==> config.mk <==
export PLATFORM = sky130hd
export DESIGN_NAME = usb2_afe_test_register
export DESIGN_NICKNAME = d
export VERILOG_FILES = /design/src/core/usb2_afe_test_pkg.sv /design/src/core/level_sync2.sv /design/src/core/hs_bit_serialiser.sv /design/src/core/usb2_afe_test_register.sv
export SDC_FILE = /design/constraint.sdc
export NUM_CORES = 1
export LEC_CHECK = 0
export BUFFER_PORTS_ARGS = -buffer_cell sky130_fd_sc_hd__buf_2
export CORE_AREA = 2 2 78 80
export DETAILED_ROUTE_END_ITERATION = 6
export DIE_AREA = 0 0 80 82
export PLACE_DENSITY = 0.69
export SLEW_MARGIN = 20
export SYNTH_ARGS = -nofsm -noshare
export SYNTH_HDL_FRONTEND = slang
export SYNTH_SLANG_ARGS = --single-unit
==> constraint.sdc <==
create_clock -name clk_in -period 1.7 [get_ports clk_in]
set_input_delay 0.255 -clock clk_in [delete_from_list [all_inputs] [get_ports clk_in]]
set_output_delay 0.255 -clock clk_in [all_outputs]
set_load 0.02 [all_outputs]
==> src/core/usb2_afe_test_pkg.sv <==
// Constants for the front-end test register: offsets, field positions, reset values
package usb2_afe_test_pkg;
  // Register port geometry
  localparam int ADDR_W = 8;
  localparam int DATA_W = 32;
  localparam logic [7:0] USB2_FRONTEND_TEST_OFFSET = 8'hc4;
  // Field positions
  localparam int FS_OE_N_BIT = 22;
  localparam int FS_POS_BIT = 21;
  localparam int FS_NEG_BIT = 20;
  localparam int FS_RX_BIT = 19;
  localparam int HS_MASK_LO = 14;
  localparam int HS_DATA_LO = 12;
  localparam int HS_CS_BIT = 11;
  localparam int TRIM_LO = 8;
  localparam int PU_DP_BIT = 7;
  localparam int PU_DM_BIT = 6;
  localparam int PD_DP_BIT = 5;
  localparam int PD_DM_BIT = 4;
  localparam int HS_ACT_BIT = 1;
  // Reserved bits 31:23, 18:16, 3:2, 0 read as zero
  localparam logic [31:0] RESERVED_MASK = 32'hff87_000d;
  // Reset values and encodings
  localparam logic RST_BIT = 1'h0;
  localparam logic [1:0] RST_MASK = 2'h0;
  localparam logic [1:0] RST_DATA = 2'h0;
  localparam logic [2:0] TRIM_NOMINAL = 3'h0;
  localparam logic [1:0] MASK_NONE = 2'h0;
  localparam logic [1:0] MASK_LSB = 2'h1;
  localparam logic [1:0] MASK_BAD = 2'h2;
  localparam logic [1:0] MASK_BOTH = 2'h3;
  localparam logic [31:0] READ_IDLE = 32'h0000_0000;
endpackage

==> src/core/level_sync2.sv <==
// Two-flop synchroniser for levels arriving from outside the clock domain
`timescale 1ns/1ps
module level_sync2 #(
  parameter int WIDTH = 1
) (
  input wire logic clk_in, // System clock
  input wire logic rst_in, // Async reset, active high
  input wire logic [WIDTH-1:0] async_in, // Unsynchronised level
  output logic [WIDTH-1:0] sync_out // Synchronised level
);
  logic [WIDTH-1:0] stage1;

  initial
  begin
    if (WIDTH < 1) $error("level_sync2: WIDTH must be at least 1");
  end

  // First stage feeds only the second stage
  always_ff @(posedge clk_in or posedge rst_in)
  begin
    if (rst_in)
    begin
      stage1 <= '0;
      sync_out <= '0;
    end
    else
    begin
      stage1 <= async_in;
      sync_out <= stage1;
    end
  end
endmodule // level_sync2

==> src/core/hs_bit_serialiser.sv <==
// Shifts the high-speed transmit bits onto the line, least significant first
`timescale 1ns/1ps
module hs_bit_serialiser #(
  parameter int WIDTH = 2
) (
  input wire logic clk_in, // System clock
  input wire logic rst_in, // Async reset, active high
  input wire logic load_in, // Pulse: take new bits
  input wire logic [WIDTH-1:0] data_in, // Bits to send
  input wire logic [1:0] count_in, // Number of valid bits
  output logic bit_out, // Serial bit
  output logic valid_out // Serial bit is valid
);
  logic [WIDTH-1:0] shift;
  logic [1:0] left;

  initial
  begin
    if (WIDTH != 2) $error("hs_bit_serialiser: WIDTH must be 2");
  end

  // A new load with a nonzero count restarts the sequence; unsent bits are dropped
  always_ff @(posedge clk_in or posedge rst_in)
  begin
    if (rst_in)
    begin
      shift <= '0;
      left <= 2'h0;
      bit_out <= 1'h0;
      valid_out <= 1'h0;
    end
    else if (load_in && count_in != 2'h0)
    begin
      bit_out <= data_in[0];
      valid_out <= 1'h1;
      shift <= {1'h0, data_in[WIDTH-1:1]};
      left <= 2'(count_in - 2'h1);
    end
    else if (left != 2'h0)
    begin
      bit_out <= shift[0];
      valid_out <= 1'h1;
      shift <= {1'h0, shift[WIDTH-1:1]};
      left <= 2'(left - 2'h1);
    end
    else
    begin
      valid_out <= 1'h0;
      bit_out <= 1'h0;
    end
  end

  // Two bits leave low bit first, on consecutive cycles
  property p_lsb_first;
    @(posedge clk_in) disable iff (rst_in)
    (load_in && count_in == 2'h2)
      |=> (bit_out == $past(data_in[0]) && valid_out)
      ##1 (bit_out == $past(data_in[1], 2) && valid_out);
  endproperty
  a_lsb_first: assert property (p_lsb_first) else $error("HS bits not LSB first");
endmodule // hs_bit_serialiser

==> src/core/usb2_afe_test_register.sv <==
// Software test register giving direct control of the USB 2.0 analog front end
// Behaviour
// Driver enable is active low: 0 drives the FS/LS line, 1 leaves the outputs floating.
// Two writable bits set the FS/LS levels, one for DP and one for DM.
// A read-only bit shows the FS/LS differential receiver; writes to it do nothing.
// The HS valid mask is 00 none, 01 low bit, 11 both; 10 is illegal and is refused.
// The two HS transmit bits go onto the line low bit first.
// Current source enable powers the driver; it is forced on while in HS mode.
// A three-bit trim sets HS drive current: nominal, minus 5 or plus 5 to 30 percent.
// Under reset protection, USB and lite resets leave the trim untouched.
// Trim defaults from the EEPROM flag, else the OTP value, else 000.
// USB or lite reset reloads the trim from the last EEPROM image, or 000 without EEPROM.
// Bit 7 switches the DP pull-up and bit 6 the DM pull-up.
// Bit 5 switches the DP pull-down and bit 4 the DM pull-down.
// Driver active 0 is low-power idle, 1 is active transmit with source on.
// Reserved bits read zero and ignore writes; other fields but the trim reset to zero.
`timescale 1ns/1ps
module usb2_afe_test_register
  import usb2_afe_test_pkg::*;
(
  input wire logic clk_in, // 50 MHz system clock
  input wire logic rst_in, // Async reset, active high
  input wire logic [ADDR_W-1:0] addr_in, // Register address
  input wire logic [DATA_W-1:0] wdata_in, // Write data
  input wire logic wr_in, // Write strobe
  input wire logic rd_in, // Read strobe
  output logic [DATA_W-1:0] rdata_out, // Read data, cycle after strobe
  input wire logic fs_diff_receiver_in, // FS receiver pin, async
  input wire logic hs_mode_in, // Port runs high speed
  input wire logic usb_reset_in, // USB reset pulse
  input wire logic lite_reset_in, // Lite reset pulse
  input wire logic reset_protect_in, // Reset protection in force
  input wire logic eeprom_present_in, // EEPROM image loaded
  input wire logic [2:0] image_drive_current_flag_in, // Trim from EEPROM image
  input wire logic otp_programmed_in, // OTP holds a trim
  input wire logic [2:0] otp_trim_in, // Trim from OTP
  output logic fs_driver_out_enable_n_out, // FS driver enable, low active
  output logic fs_positive_out_level_out, // FS level on DP
  output logic fs_negative_out_level_out, // FS level on DM
  output logic [1:0] frontend_hs_valid_bus_out, // HS valid mask
  output logic hs_serial_bit_out, // HS serial data
  output logic hs_serial_valid_out, // HS serial data valid
  output logic hs_current_source_on_out, // HS current source
  output logic [2:0] hs_drive_current_trim_out, // HS current trim
  output logic pullup_dp_on_out, // 1.5k pull-up on DP
  output logic pullup_dm_on_out, // 1.5k pull-up on DM
  output logic pulldown_dp_on_out, // 15k pull-down on DP
  output logic pulldown_dm_on_out, // 15k pull-down on DM
  output logic hs_driver_active_out // HS driver active
);

  // Register fields
  logic fs_driver_out_enable_n;
  logic fs_positive_out_level;
  logic fs_negative_out_level;
  logic [1:0] hs_tx_valid_mask;
  logic [1:0] hs_tx_bits;
  logic hs_current_source_on;
  logic [2:0] hs_drive_current_trim;
  logic pullup_dp_on;
  logic pullup_dm_on;
  logic pulldown_dp_on;
  logic pulldown_dm_on;
  logic hs_driver_active;
  // Trim image and power-up bookkeeping
  logic [2:0] image_trim;
  logic image_valid;
  logic init_pending;
  logic fs_rx_sync;
  logic wr_hit;
  logic rd_hit;
  logic link_reset;
  logic [1:0] serial_count;
  logic [DATA_W-1:0] read_value;

  // Address decode shared by reads and writes
  function automatic logic reg_hit(input logic [ADDR_W-1:0] addr);
    reg_hit = (addr == USB2_FRONTEND_TEST_OFFSET);
  endfunction

  assign wr_hit = wr_in && reg_hit(addr_in);
  assign rd_hit = rd_in && reg_hit(addr_in);
  assign link_reset = usb_reset_in || lite_reset_in;

  // Receiver pin crosses into the clock domain before anyone reads it
  level_sync2 #(
    .WIDTH(1)
  ) u_rx_sync (
    .clk_in(clk_in),
    .rst_in(rst_in),
    .async_in(fs_diff_receiver_in),
    .sync_out(fs_rx_sync)
  );

  // FS/LS driver override fields
  always_ff @(posedge clk_in or posedge rst_in)
  begin
    if (rst_in)
    begin
      fs_driver_out_enable_n <= RST_BIT;
      fs_positive_out_level <= RST_BIT;
      fs_negative_out_level <= RST_BIT;
    end
    else if (wr_hit)
    begin
      fs_driver_out_enable_n <= wdata_in[FS_OE_N_BIT];
      fs_positive_out_level <= wdata_in[FS_POS_BIT];
      fs_negative_out_level <= wdata_in[FS_NEG_BIT];
    end
  end

  // HS transmit fields; an illegal mask write leaves the old mask
  always_ff @(posedge clk_in or posedge rst_in)
  begin
    if (rst_in)
    begin
      hs_tx_valid_mask <= RST_MASK;
      hs_tx_bits <= RST_DATA;
      hs_current_source_on <= RST_BIT;
      hs_driver_active <= RST_BIT;
    end
    else if (wr_hit)
    begin
      if (wdata_in[HS_MASK_LO +: 2] != MASK_BAD)
      begin
        hs_tx_valid_mask <= wdata_in[HS_MASK_LO +: 2];
      end
      hs_tx_bits <= wdata_in[HS_DATA_LO +: 2];
      hs_current_source_on <= wdata_in[HS_CS_BIT];
      hs_driver_active <= wdata_in[HS_ACT_BIT];
    end
  end

  // Termination fields; bit 6 taken as the DM pull-up
  always_ff @(posedge clk_in or posedge rst_in)
  begin
    if (rst_in)
    begin
      pullup_dp_on <= RST_BIT;
      pullup_dm_on <= RST_BIT;
      pulldown_dp_on <= RST_BIT;
      pulldown_dm_on <= RST_BIT;
    end
    else if (wr_hit)
    begin
      pullup_dp_on <= wdata_in[PU_DP_BIT];
      pullup_dm_on <= wdata_in[PU_DM_BIT];
      pulldown_dp_on <= wdata_in[PD_DP_BIT];
      pulldown_dm_on <= wdata_in[PD_DM_BIT];
    end
  end

  // Power-up marker: straps are sampled on the first edge after release
  always_ff @(posedge clk_in or posedge rst_in)
  begin
    if (rst_in)
    begin
      init_pending <= 1'h1;
    end
    else
    begin
      init_pending <= 1'h0;
    end
  end

  // Remember the EEPROM image so a link reset can restore it
  always_ff @(posedge clk_in or posedge rst_in)
  begin
    if (rst_in)
    begin
      image_trim <= TRIM_NOMINAL;
      image_valid <= 1'h0;
    end
    else if (init_pending)
    begin
      image_valid <= eeprom_present_in;
      image_trim <= eeprom_present_in ? image_drive_current_flag_in : TRIM_NOMINAL;
    end
  end

  // Current trim: default load, link-reset reload, then software writes.
  // A link reset without reset protection wins over a write in the same cycle.
  always_ff @(posedge clk_in or posedge rst_in)
  begin
    if (rst_in)
    begin
      hs_drive_current_trim <= TRIM_NOMINAL;
    end
    else if (init_pending)
    begin
      if (eeprom_present_in)
      begin
        hs_drive_current_trim <= image_drive_current_flag_in;
      end
      else if (otp_programmed_in)
      begin
        hs_drive_current_trim <= otp_trim_in;
      end
      else
      begin
        hs_drive_current_trim <= TRIM_NOMINAL;
      end
    end
    else if (link_reset && !reset_protect_in)
    begin
      hs_drive_current_trim <= image_valid ? image_trim : TRIM_NOMINAL;
    end
    else if (wr_hit)
    begin
      hs_drive_current_trim <= wdata_in[TRIM_LO +: 3];
    end
  end

  // Number of serial bits from the mask
  always_comb
  begin
    case (hs_tx_valid_mask)
      MASK_LSB: serial_count = 2'h1;
      MASK_BOTH: serial_count = 2'h2;
      default: serial_count = 2'h0;
    endcase
  end

  // Bits are loaded only while the driver is active; a loaded pair still finishes
  hs_bit_serialiser #(
    .WIDTH(2)
  ) u_serialiser (
    .clk_in(clk_in),
    .rst_in(rst_in),
    .load_in(hs_driver_active && !hs_serial_valid_out),
    .data_in(hs_tx_bits),
    .count_in(serial_count),
    .bit_out(hs_serial_bit_out),
    .valid_out(hs_serial_valid_out)
  );

  // Outputs to the front end, each from its own flop
  always_ff @(posedge clk_in or posedge rst_in)
  begin
    if (rst_in)
    begin
      fs_driver_out_enable_n_out <= RST_BIT;
      fs_positive_out_level_out <= RST_BIT;
      fs_negative_out_level_out <= RST_BIT;
      frontend_hs_valid_bus_out <= RST_MASK;
      hs_current_source_on_out <= RST_BIT;
      hs_drive_current_trim_out <= TRIM_NOMINAL;
      pullup_dp_on_out <= RST_BIT;
      pullup_dm_on_out <= RST_BIT;
      pulldown_dp_on_out <= RST_BIT;
      pulldown_dm_on_out <= RST_BIT;
      hs_driver_active_out <= RST_BIT;
    end
    else
    begin
      fs_driver_out_enable_n_out <= fs_driver_out_enable_n;
      fs_positive_out_level_out <= fs_positive_out_level;
      fs_negative_out_level_out <= fs_negative_out_level;
      frontend_hs_valid_bus_out <= hs_tx_valid_mask;
      // Active transmit needs the source up, as does HS mode
      hs_current_source_on_out <= hs_current_source_on || hs_mode_in
        || hs_driver_active;
      hs_drive_current_trim_out <= hs_drive_current_trim;
      pullup_dp_on_out <= pullup_dp_on;
      pullup_dm_on_out <= pullup_dm_on;
      pulldown_dp_on_out <= pulldown_dp_on;
      pulldown_dm_on_out <= pulldown_dm_on;
      hs_driver_active_out <= hs_driver_active;
    end
  end

  // Read image; reserved positions stay zero
  always_comb
  begin
    read_value = READ_IDLE;
    read_value[FS_OE_N_BIT] = fs_driver_out_enable_n;
    read_value[FS_POS_BIT] = fs_positive_out_level;
    read_value[FS_NEG_BIT] = fs_negative_out_level;
    read_value[FS_RX_BIT] = fs_rx_sync;
    read_value[HS_MASK_LO +: 2] = hs_tx_valid_mask;
    read_value[HS_DATA_LO +: 2] = hs_tx_bits;
    read_value[HS_CS_BIT] = hs_current_source_on;
    read_value[TRIM_LO +: 3] = hs_drive_current_trim;
    read_value[PU_DP_BIT] = pullup_dp_on;
    read_value[PU_DM_BIT] = pullup_dm_on;
    read_value[PD_DP_BIT] = pulldown_dp_on;
    read_value[PD_DM_BIT] = pulldown_dm_on;
    read_value[HS_ACT_BIT] = hs_driver_active;
  end

  // Read data stand one cycle only; unmapped reads return zero
  always_ff @(posedge clk_in or posedge rst_in)
  begin
    if (rst_in)
    begin
      rdata_out <= READ_IDLE;
    end
    else
    begin
      rdata_out <= rd_hit ? read_value : READ_IDLE;
    end
  end

  // Enable bit reaches the pin two cycles after the write
  property p_oe_low_active;
    @(posedge clk_in) disable iff (rst_in)
    wr_hit |-> ##2 (fs_driver_out_enable_n_out == $past(wdata_in[FS_OE_N_BIT], 2));
  endproperty
  a_oe_low_active: assert property (p_oe_low_active) else $error("FS enable wrong");

  property p_fs_levels;
    @(posedge clk_in) disable iff (rst_in)
    wr_hit |-> ##2 (fs_positive_out_level_out == $past(wdata_in[FS_POS_BIT], 2)
      && fs_negative_out_level_out == $past(wdata_in[FS_NEG_BIT], 2));
  endproperty
  a_fs_levels: assert property (p_fs_levels) else $error("FS levels wrong");

  property p_rx_readback;
    @(posedge clk_in) disable iff (rst_in)
    rd_hit |=> (rdata_out[FS_RX_BIT] == $past(fs_rx_sync));
  endproperty
  a_rx_readback: assert property (p_rx_readback) else $error("Receiver readback wrong");

  property p_mask_refused;
    @(posedge clk_in) disable iff (rst_in)
    (wr_hit && wdata_in[HS_MASK_LO +: 2] == MASK_BAD) |=> $stable(hs_tx_valid_mask);
  endproperty
  a_mask_refused: assert property (p_mask_refused) else $error("Illegal mask taken");

  property p_hs_source;
    @(posedge clk_in) disable iff (rst_in)
    hs_mode_in |=> hs_current_source_on_out;
  endproperty
  a_hs_source: assert property (p_hs_source) else $error("Source off in HS mode");

  property p_trim_write;
    @(posedge clk_in) disable iff (rst_in)
    (wr_hit && !link_reset && !init_pending)
      |-> ##2 (hs_drive_current_trim_out == $past(wdata_in[TRIM_LO +: 3], 2));
  endproperty
  a_trim_write: assert property (p_trim_write) else $error("Trim write lost");

  property p_trim_protected;
    @(posedge clk_in) disable iff (rst_in)
    (link_reset && reset_protect_in && !wr_hit && !init_pending)
      |=> $stable(hs_drive_current_trim);
  endproperty
  a_trim_protected: assert property (p_trim_protected) else $error("Protected trim changed");

  property p_trim_default;
    @(posedge clk_in) disable iff (rst_in)
    (init_pending && !eeprom_present_in && !otp_programmed_in)
      |=> (hs_drive_current_trim == TRIM_NOMINAL);
  endproperty
  a_trim_default: assert property (p_trim_default) else $error("Trim default wrong");

  property p_trim_reload;
    @(posedge clk_in) disable iff (rst_in)
    (link_reset && !reset_protect_in && !init_pending)
      |=> (hs_drive_current_trim == (image_valid ? image_trim : TRIM_NOMINAL));
  endproperty
  a_trim_reload: assert property (p_trim_reload) else $error("Trim reload wrong");

  property p_pullups;
    @(posedge clk_in) disable iff (rst_in)
    wr_hit |-> ##2 (pullup_dp_on_out == $past(wdata_in[PU_DP_BIT], 2)
      && pullup_dm_on_out == $past(wdata_in[PU_DM_BIT], 2));
  endproperty
  a_pullups: assert property (p_pullups) else $error("Pull-up wrong");

  property p_pulldowns;
    @(posedge clk_in) disable iff (rst_in)
    wr_hit |-> ##2 (pulldown_dp_on_out == $past(wdata_in[PD_DP_BIT], 2)
      && pulldown_dm_on_out == $past(wdata_in[PD_DM_BIT], 2));
  endproperty
  a_pulldowns: assert property (p_pulldowns) else $error("Pull-down wrong");

  property p_active_source;
    @(posedge clk_in) disable iff (rst_in)
    hs_driver_active |=> (hs_driver_active_out && hs_current_source_on_out);
  endproperty
  a_active_source: assert property (p_active_source) else $error("Active without source");

  property p_reserved_zero;
    @(posedge clk_in) disable iff (rst_in)
    rd_in |=> ((rdata_out & RESERVED_MASK) == READ_IDLE);
  endproperty
  a_reserved_zero: assert property (p_reserved_zero) else $error("Reserved bits set");
endmodule // usb2_afe_test_register

* After elaboration in Yosys (flattened, before gate mapping)
Index checks and enable logic that the tools add are counted.
Storage, ports and cells: flip-flop bits (word level) 66, input bits 57, output and inout port bits 48, word-level logic and storage cells 71
Cells by class: add/sub/neg operators 2, equality and inequality tests 4, mux-type cells 17, reduce and logical (&&, ||, !) cells 15
Operator list (number):
- $mux W23 | 1
- $mux W3 | 7
- $eq A8 B8 Y1 const B | 1
- $mux W2 | 4
- $reduce_bool A2 Y1 | 3
- $logic_and A1 B1 Y1 | 5
- $mux W1 | 4
- $pmux W2 S2 | 1
- $sub A2 B1 Y2 const B | 2
- $logic_or A1 B1 Y1 | 3
- $reduce_bool A3 Y1 | 1
- $eq A2 B1 Y1 const B | 1
- $eq A2 B2 Y1 const B | 1
- $logic_not A1 Y1 | 2
- $ne A2 B2 Y1 const B | 1
- $reduce_and A2 Y1 | 1

* Logic depth before layout (Yosys ltp)
word-level depth 5, depth in mapped cells 6, depth with buffers taken out 4

* Cells and area by module
A second synthesis with hierarchy kept.
Unflattened totals: cells, all modules 174, area total of the unflattened synthesis 2250.9 um^2
By module, submodules not included:
- usb2_afe_test_register | instances 1, cells each 153, area an instance 1970.6 um^2, seq. area each 1302.5 um^2
- hs_bit_serialiser | instances 1, cells each 18, area an instance 226.5 um^2, seq. area each 125.1 um^2
- level_sync2 | instances 1, cells each 3, area an instance 53.8 um^2, seq. area each 50.0 um^2

* Worst setup path before layout
No wires, ideal clock.
path kind input -> register, start input port addr_in[1], end register fs_driver_out_enable_n, setup time 0.125 ns, arrival 1.261 ns, required time 1.575 ns, path slack 0.314 ns, stages on the path 5, buffers on the path 2, cells stage by stage nor4bb_4 -> and3_1 -> buf_6 -> buf_12 -> mux2_4
Between the ends: cells in the longest elaborated chain, start to end 2
RTL lines:
- from (decl) | line usb2_afe_test_register.sv:23 | input wire logic [ADDR_W-1:0] addr_in,
- $eq A8 B8 Y1 | line usb2_afe_test_register.sv:78 | reg_hit = (addr == USB2_FRONTEND_TEST_OFFSET);
- $logic_and A1 B1 Y1 | line usb2_afe_test_register.sv:81 | assign wr_hit = wr_in && reg_hit(addr_in);
- to (signal assigned) | line usb2_afe_test_register.sv:106 | fs_driver_out_enable_n <= wdata_in[FS_OE_N_BIT];
- to (decl) | line usb2_afe_test_register.sv:53 | logic fs_driver_out_enable_n;
Every way passes these cells. A chain may end at the register's enable or synchronous reset.

* Worst setup path in the final report
start register init_pending, end register hs_drive_current_trim[1]
Between the ends: cells in the longest elaborated chain, start to end 1, elaborated cells on any way between the ends 2, classes of those cells 1 x mux; 1 x reduce/logical
RTL lines:
- from (decl) | line usb2_afe_test_register.sv:68 | logic init_pending;
- from (signal assigned) | line usb2_afe_test_register.sv:158 | init_pending <= 1'h1;
- from (signal assigned) | line usb2_afe_test_register.sv:162 | init_pending <= 1'h0;
- $reduce_bool A3 Y1 (no source line) or $mux W3 (tied branches)
- to (signal assigned) | line usb2_afe_test_register.sv:193 | hs_drive_current_trim <= image_drive_current_flag_in;
- to (signal assigned) | line usb2_afe_test_register.sv:197 | hs_drive_current_trim <= otp_trim_in;
- to (signal assigned) | line usb2_afe_test_register.sv:206 | hs_drive_current_trim <= image_valid ? image_trim : TRIM_NOMINAL;
- to (decl) | line usb2_afe_test_register.sv:59 | logic [2:0] hs_drive_current_trim;
Several ways; a longest one is shown, not always the timed one.

==> metrics <==
Clk Latency, worst-skew pair 330 ps; count of unique library cells instantiated by Yosys 31; CTS Buf Count 9; Hold WC Path Type in2reg; max-slew violation count 0; Post-DP HPWL 2.99 mm; VDD IR max 0.000435 V; ant diodes 0; Worst-path clk slew 60 ps; Avg Synthesized Cell Area 13.2 sq um; pwr dens 995 mW/mm^2; Area growth, synth to finish 25.2%; CP max stage delay 650 ps; total wire length 4.09 mm; DRT Pass-1 Iters 4; R2R cell count 4; flop2flop setup slack 250 ps; RR Endpoint hs_drive_current_trim[1]; CTS tree done; ANT nets after route 0; CP max FO 13; die area 0.00656 sq mm; multi-input logic area 651 sq um; CP required 1940 ps; Static Leak 0.00159 uW; period utilization 85.1%; Core Box Area 0.00575 sq mm; initial antenna violation count 0; DRC 0; Worst setup EP type flop; Die X 80 um; RSZ-0062 raised after global routing no; DR vias/cell 4.40; Register Area 0.00148 sq mm; Slowest-stage cell, CP dfstp_2; Ports 105; via count 1457; fin crit period 1450 ps; Critical Path AT 1680 ps; first-pass GRT wire length 6.58 mm; CP Class reg2reg; Seq cells post-synth 59; crit path launch init_pending; maximum clock insertion buffer count 2; number of global-route vias before repair 1397; clk sinks 59; outcome finished, final reports clean; clock root cell clkbuf_8; final hold viol count 0; drt initial violations 75; Synthesis Warnings 0; startpoint class of the critical path flop; grt total ovfl 0; dominant synthesized flop cell dfrtp_1; FP Rows 28; reg2reg start init_pending; Post-synth ARST share 100%; Total Neg Setup Slack 0 ps; wire length per cell 12.4 um; CP cell instances nand2_1, o21ai_0, nor2_1, nor3_1; port bufs 73; share of layout cells above drive strength 1 42.6%; Final Cell Area 0.00283 sq mm; Die Span Y 82 um; filler instances 537; synthesized area 0.00226 sq mm; CTS H-tree depth 3; Starting Density 39.4%; GPL Wtd Cong 0.739; Finish-stage setup viols 0; post-synthesis sequential area ratio 65.3%; maxcap violations 0; Setup Fix Bufs, Post-CTS 0; Total GRT Usage 13.9%; number of synthesized flops with an enable pin 0; pin count of the biggest net entering global routing 42; Final Skew 2.21 ps; # nets final 310; Max Clk Rate 691 MHz; Placed Area 0.00266 sq mm; critical path capture point hs_drive_current_trim[1]; Synth Instances 171
report_power, final:
group	internal, uW	switching (uW)
Sequential	1460	34.1
Clock	583	494
Combinational	98.1	146
cells in the mapped netlist (2+ instances only):
cell	count	area share, %
a21oi_1	3	0.66
and3_1	18	5.0
buf_4	16	5.3
clkbuf_1	2	0.33
dfrtp_1	58	64
inv_1	6	0.99
mux2_2	4	2.0
mux2_4	8	5.3
nand2_1	11	1.8
nand2b_1	2	0.55
nand3_1	4	0.88
nor2_1	6	0.99
nor3_1	2	0.44
nor4_1	4	1.1
o21ai_0	10	2.2
or3_1	2	0.55
cells in the final DEF, fill, tap and decap left out:
master	instances
dfrtp_1	58
buf_2	73
a221oi_1	1
nor3_1	2
o21ba_2	1
nand2_1	11
conb_1	16
buf_12	1
a21boi_0	1
nor4bb_4	1
clkinvlp_4	1
nor2_1	6
and2_1	1
nor4_1	4
and2_2	1
o21a_1	1
inv_1	5
dfstp_2	1
clkinv_2	3
o21ai_0	10
nand3_1	4
nand2b_1	2
mux2_2	4
clkbuf_8	11
a21oi_1	3
nor4b_4	1
o31ai_1	1
dlygate4sd3_1	1
buf_4	3
mux2_4	8
or3_1	2
and3_1	18
state kept, by name (all words and copies together) (netlist names), 2 cells and up:
name	cells
hs_drive_current_trim_out	3
hs_drive_current_trim	3
hs_tx_bits	2
image_trim	3
frontend_hs_valid_bus_out	2
rdata_out	17
u_serialiser.left	2
hs_tx_valid_mask	2
metrics by stage:
| stage | total power (uW) | std cells | worst slack, ps | utilization (%) | hold slack (ps) |
|---|---|---|---|---|---|
| after CTS | 2860 | 331 | 278 | 49.3 | 33.5 |
| after floorplan | 1690 | 186 | 314 | - | 286 |
| after global placement | 1760 | 316 | 153 | 46.2 | 278 |
| after global routing | 2970 | 331 | 186 | 49.3 | 31.3 |
| after detailed placement | 1770 | 316 | 134 | 46.2 | 289 |
| final | 2820 | 331 | 254 | 49.3 | 50.4 |
area by class of cell:
| type | instances | area share, % |
|---|---|---|
| timing repair buffer | 78 | 14.8 |
| clock inverter | 3 | 0.530 |
| multi-input combinational | 99 | 23.0 |
| tap | 75 | 3.31 |
| sequential | 59 | 52.2 |
| inverter | 6 | 0.928 |
| clock buffer | 11 | 5.34 |
what timing repair did:
action / 4_1_cts / 5_1_grt
resized for setup: 0 / 0
hold endpoints to repair: 17 / 0
hold buffers: 1 / 0
cell families after synthesis:
| logic type | share of synthesized area, % |
|---|---|
| flops | 65.3 |
| compound gates | 4.70 |
| mux | 7.30 |
| simple gates | 14.1 |
| other cells | 0.166 |
| buf+inv | 8.46 |
how the worst min path moves through the flow:
stage                                   start  slack, ps          endpoint  depth (start not counted)
after floorplan           fs_diff_receiver_in        290  u_rx_sync.stage1                          0
after global placement                 rst_in        280      rdata_out[5]                          2
after detailed placement               rst_in        290      rdata_out[4]                          2
after CTS                 fs_diff_receiver_in         30  u_rx_sync.stage1                          1
after global routing      fs_diff_receiver_in         30  u_rx_sync.stage1                          1
final                     fs_diff_receiver_in         50  u_rx_sync.stage1                          1
critical path, delay by kind of cell, from the launching register on:
kind               cells  cell delay [ps]
AOI/OAI and AO/OA      1              360
and+or+nand+nor        3              360
DFF                    1              650
routing by layer:
| metal | vias to the layer above | GRT usage [%] | share of wire, % |
|---|---|---|---|
| met5 | - | 0 | 0 |
| met4 | 0 | 7.12 | 1.5 |
| met3 | 7 | 6.04 | 8.6 |
| met2 | 62 | 21.9 | 49 |
| met1 | 674 | 16.0 | 40 |
| li1 | 714 | - | - |
Power figures use the tool's default switching activity.
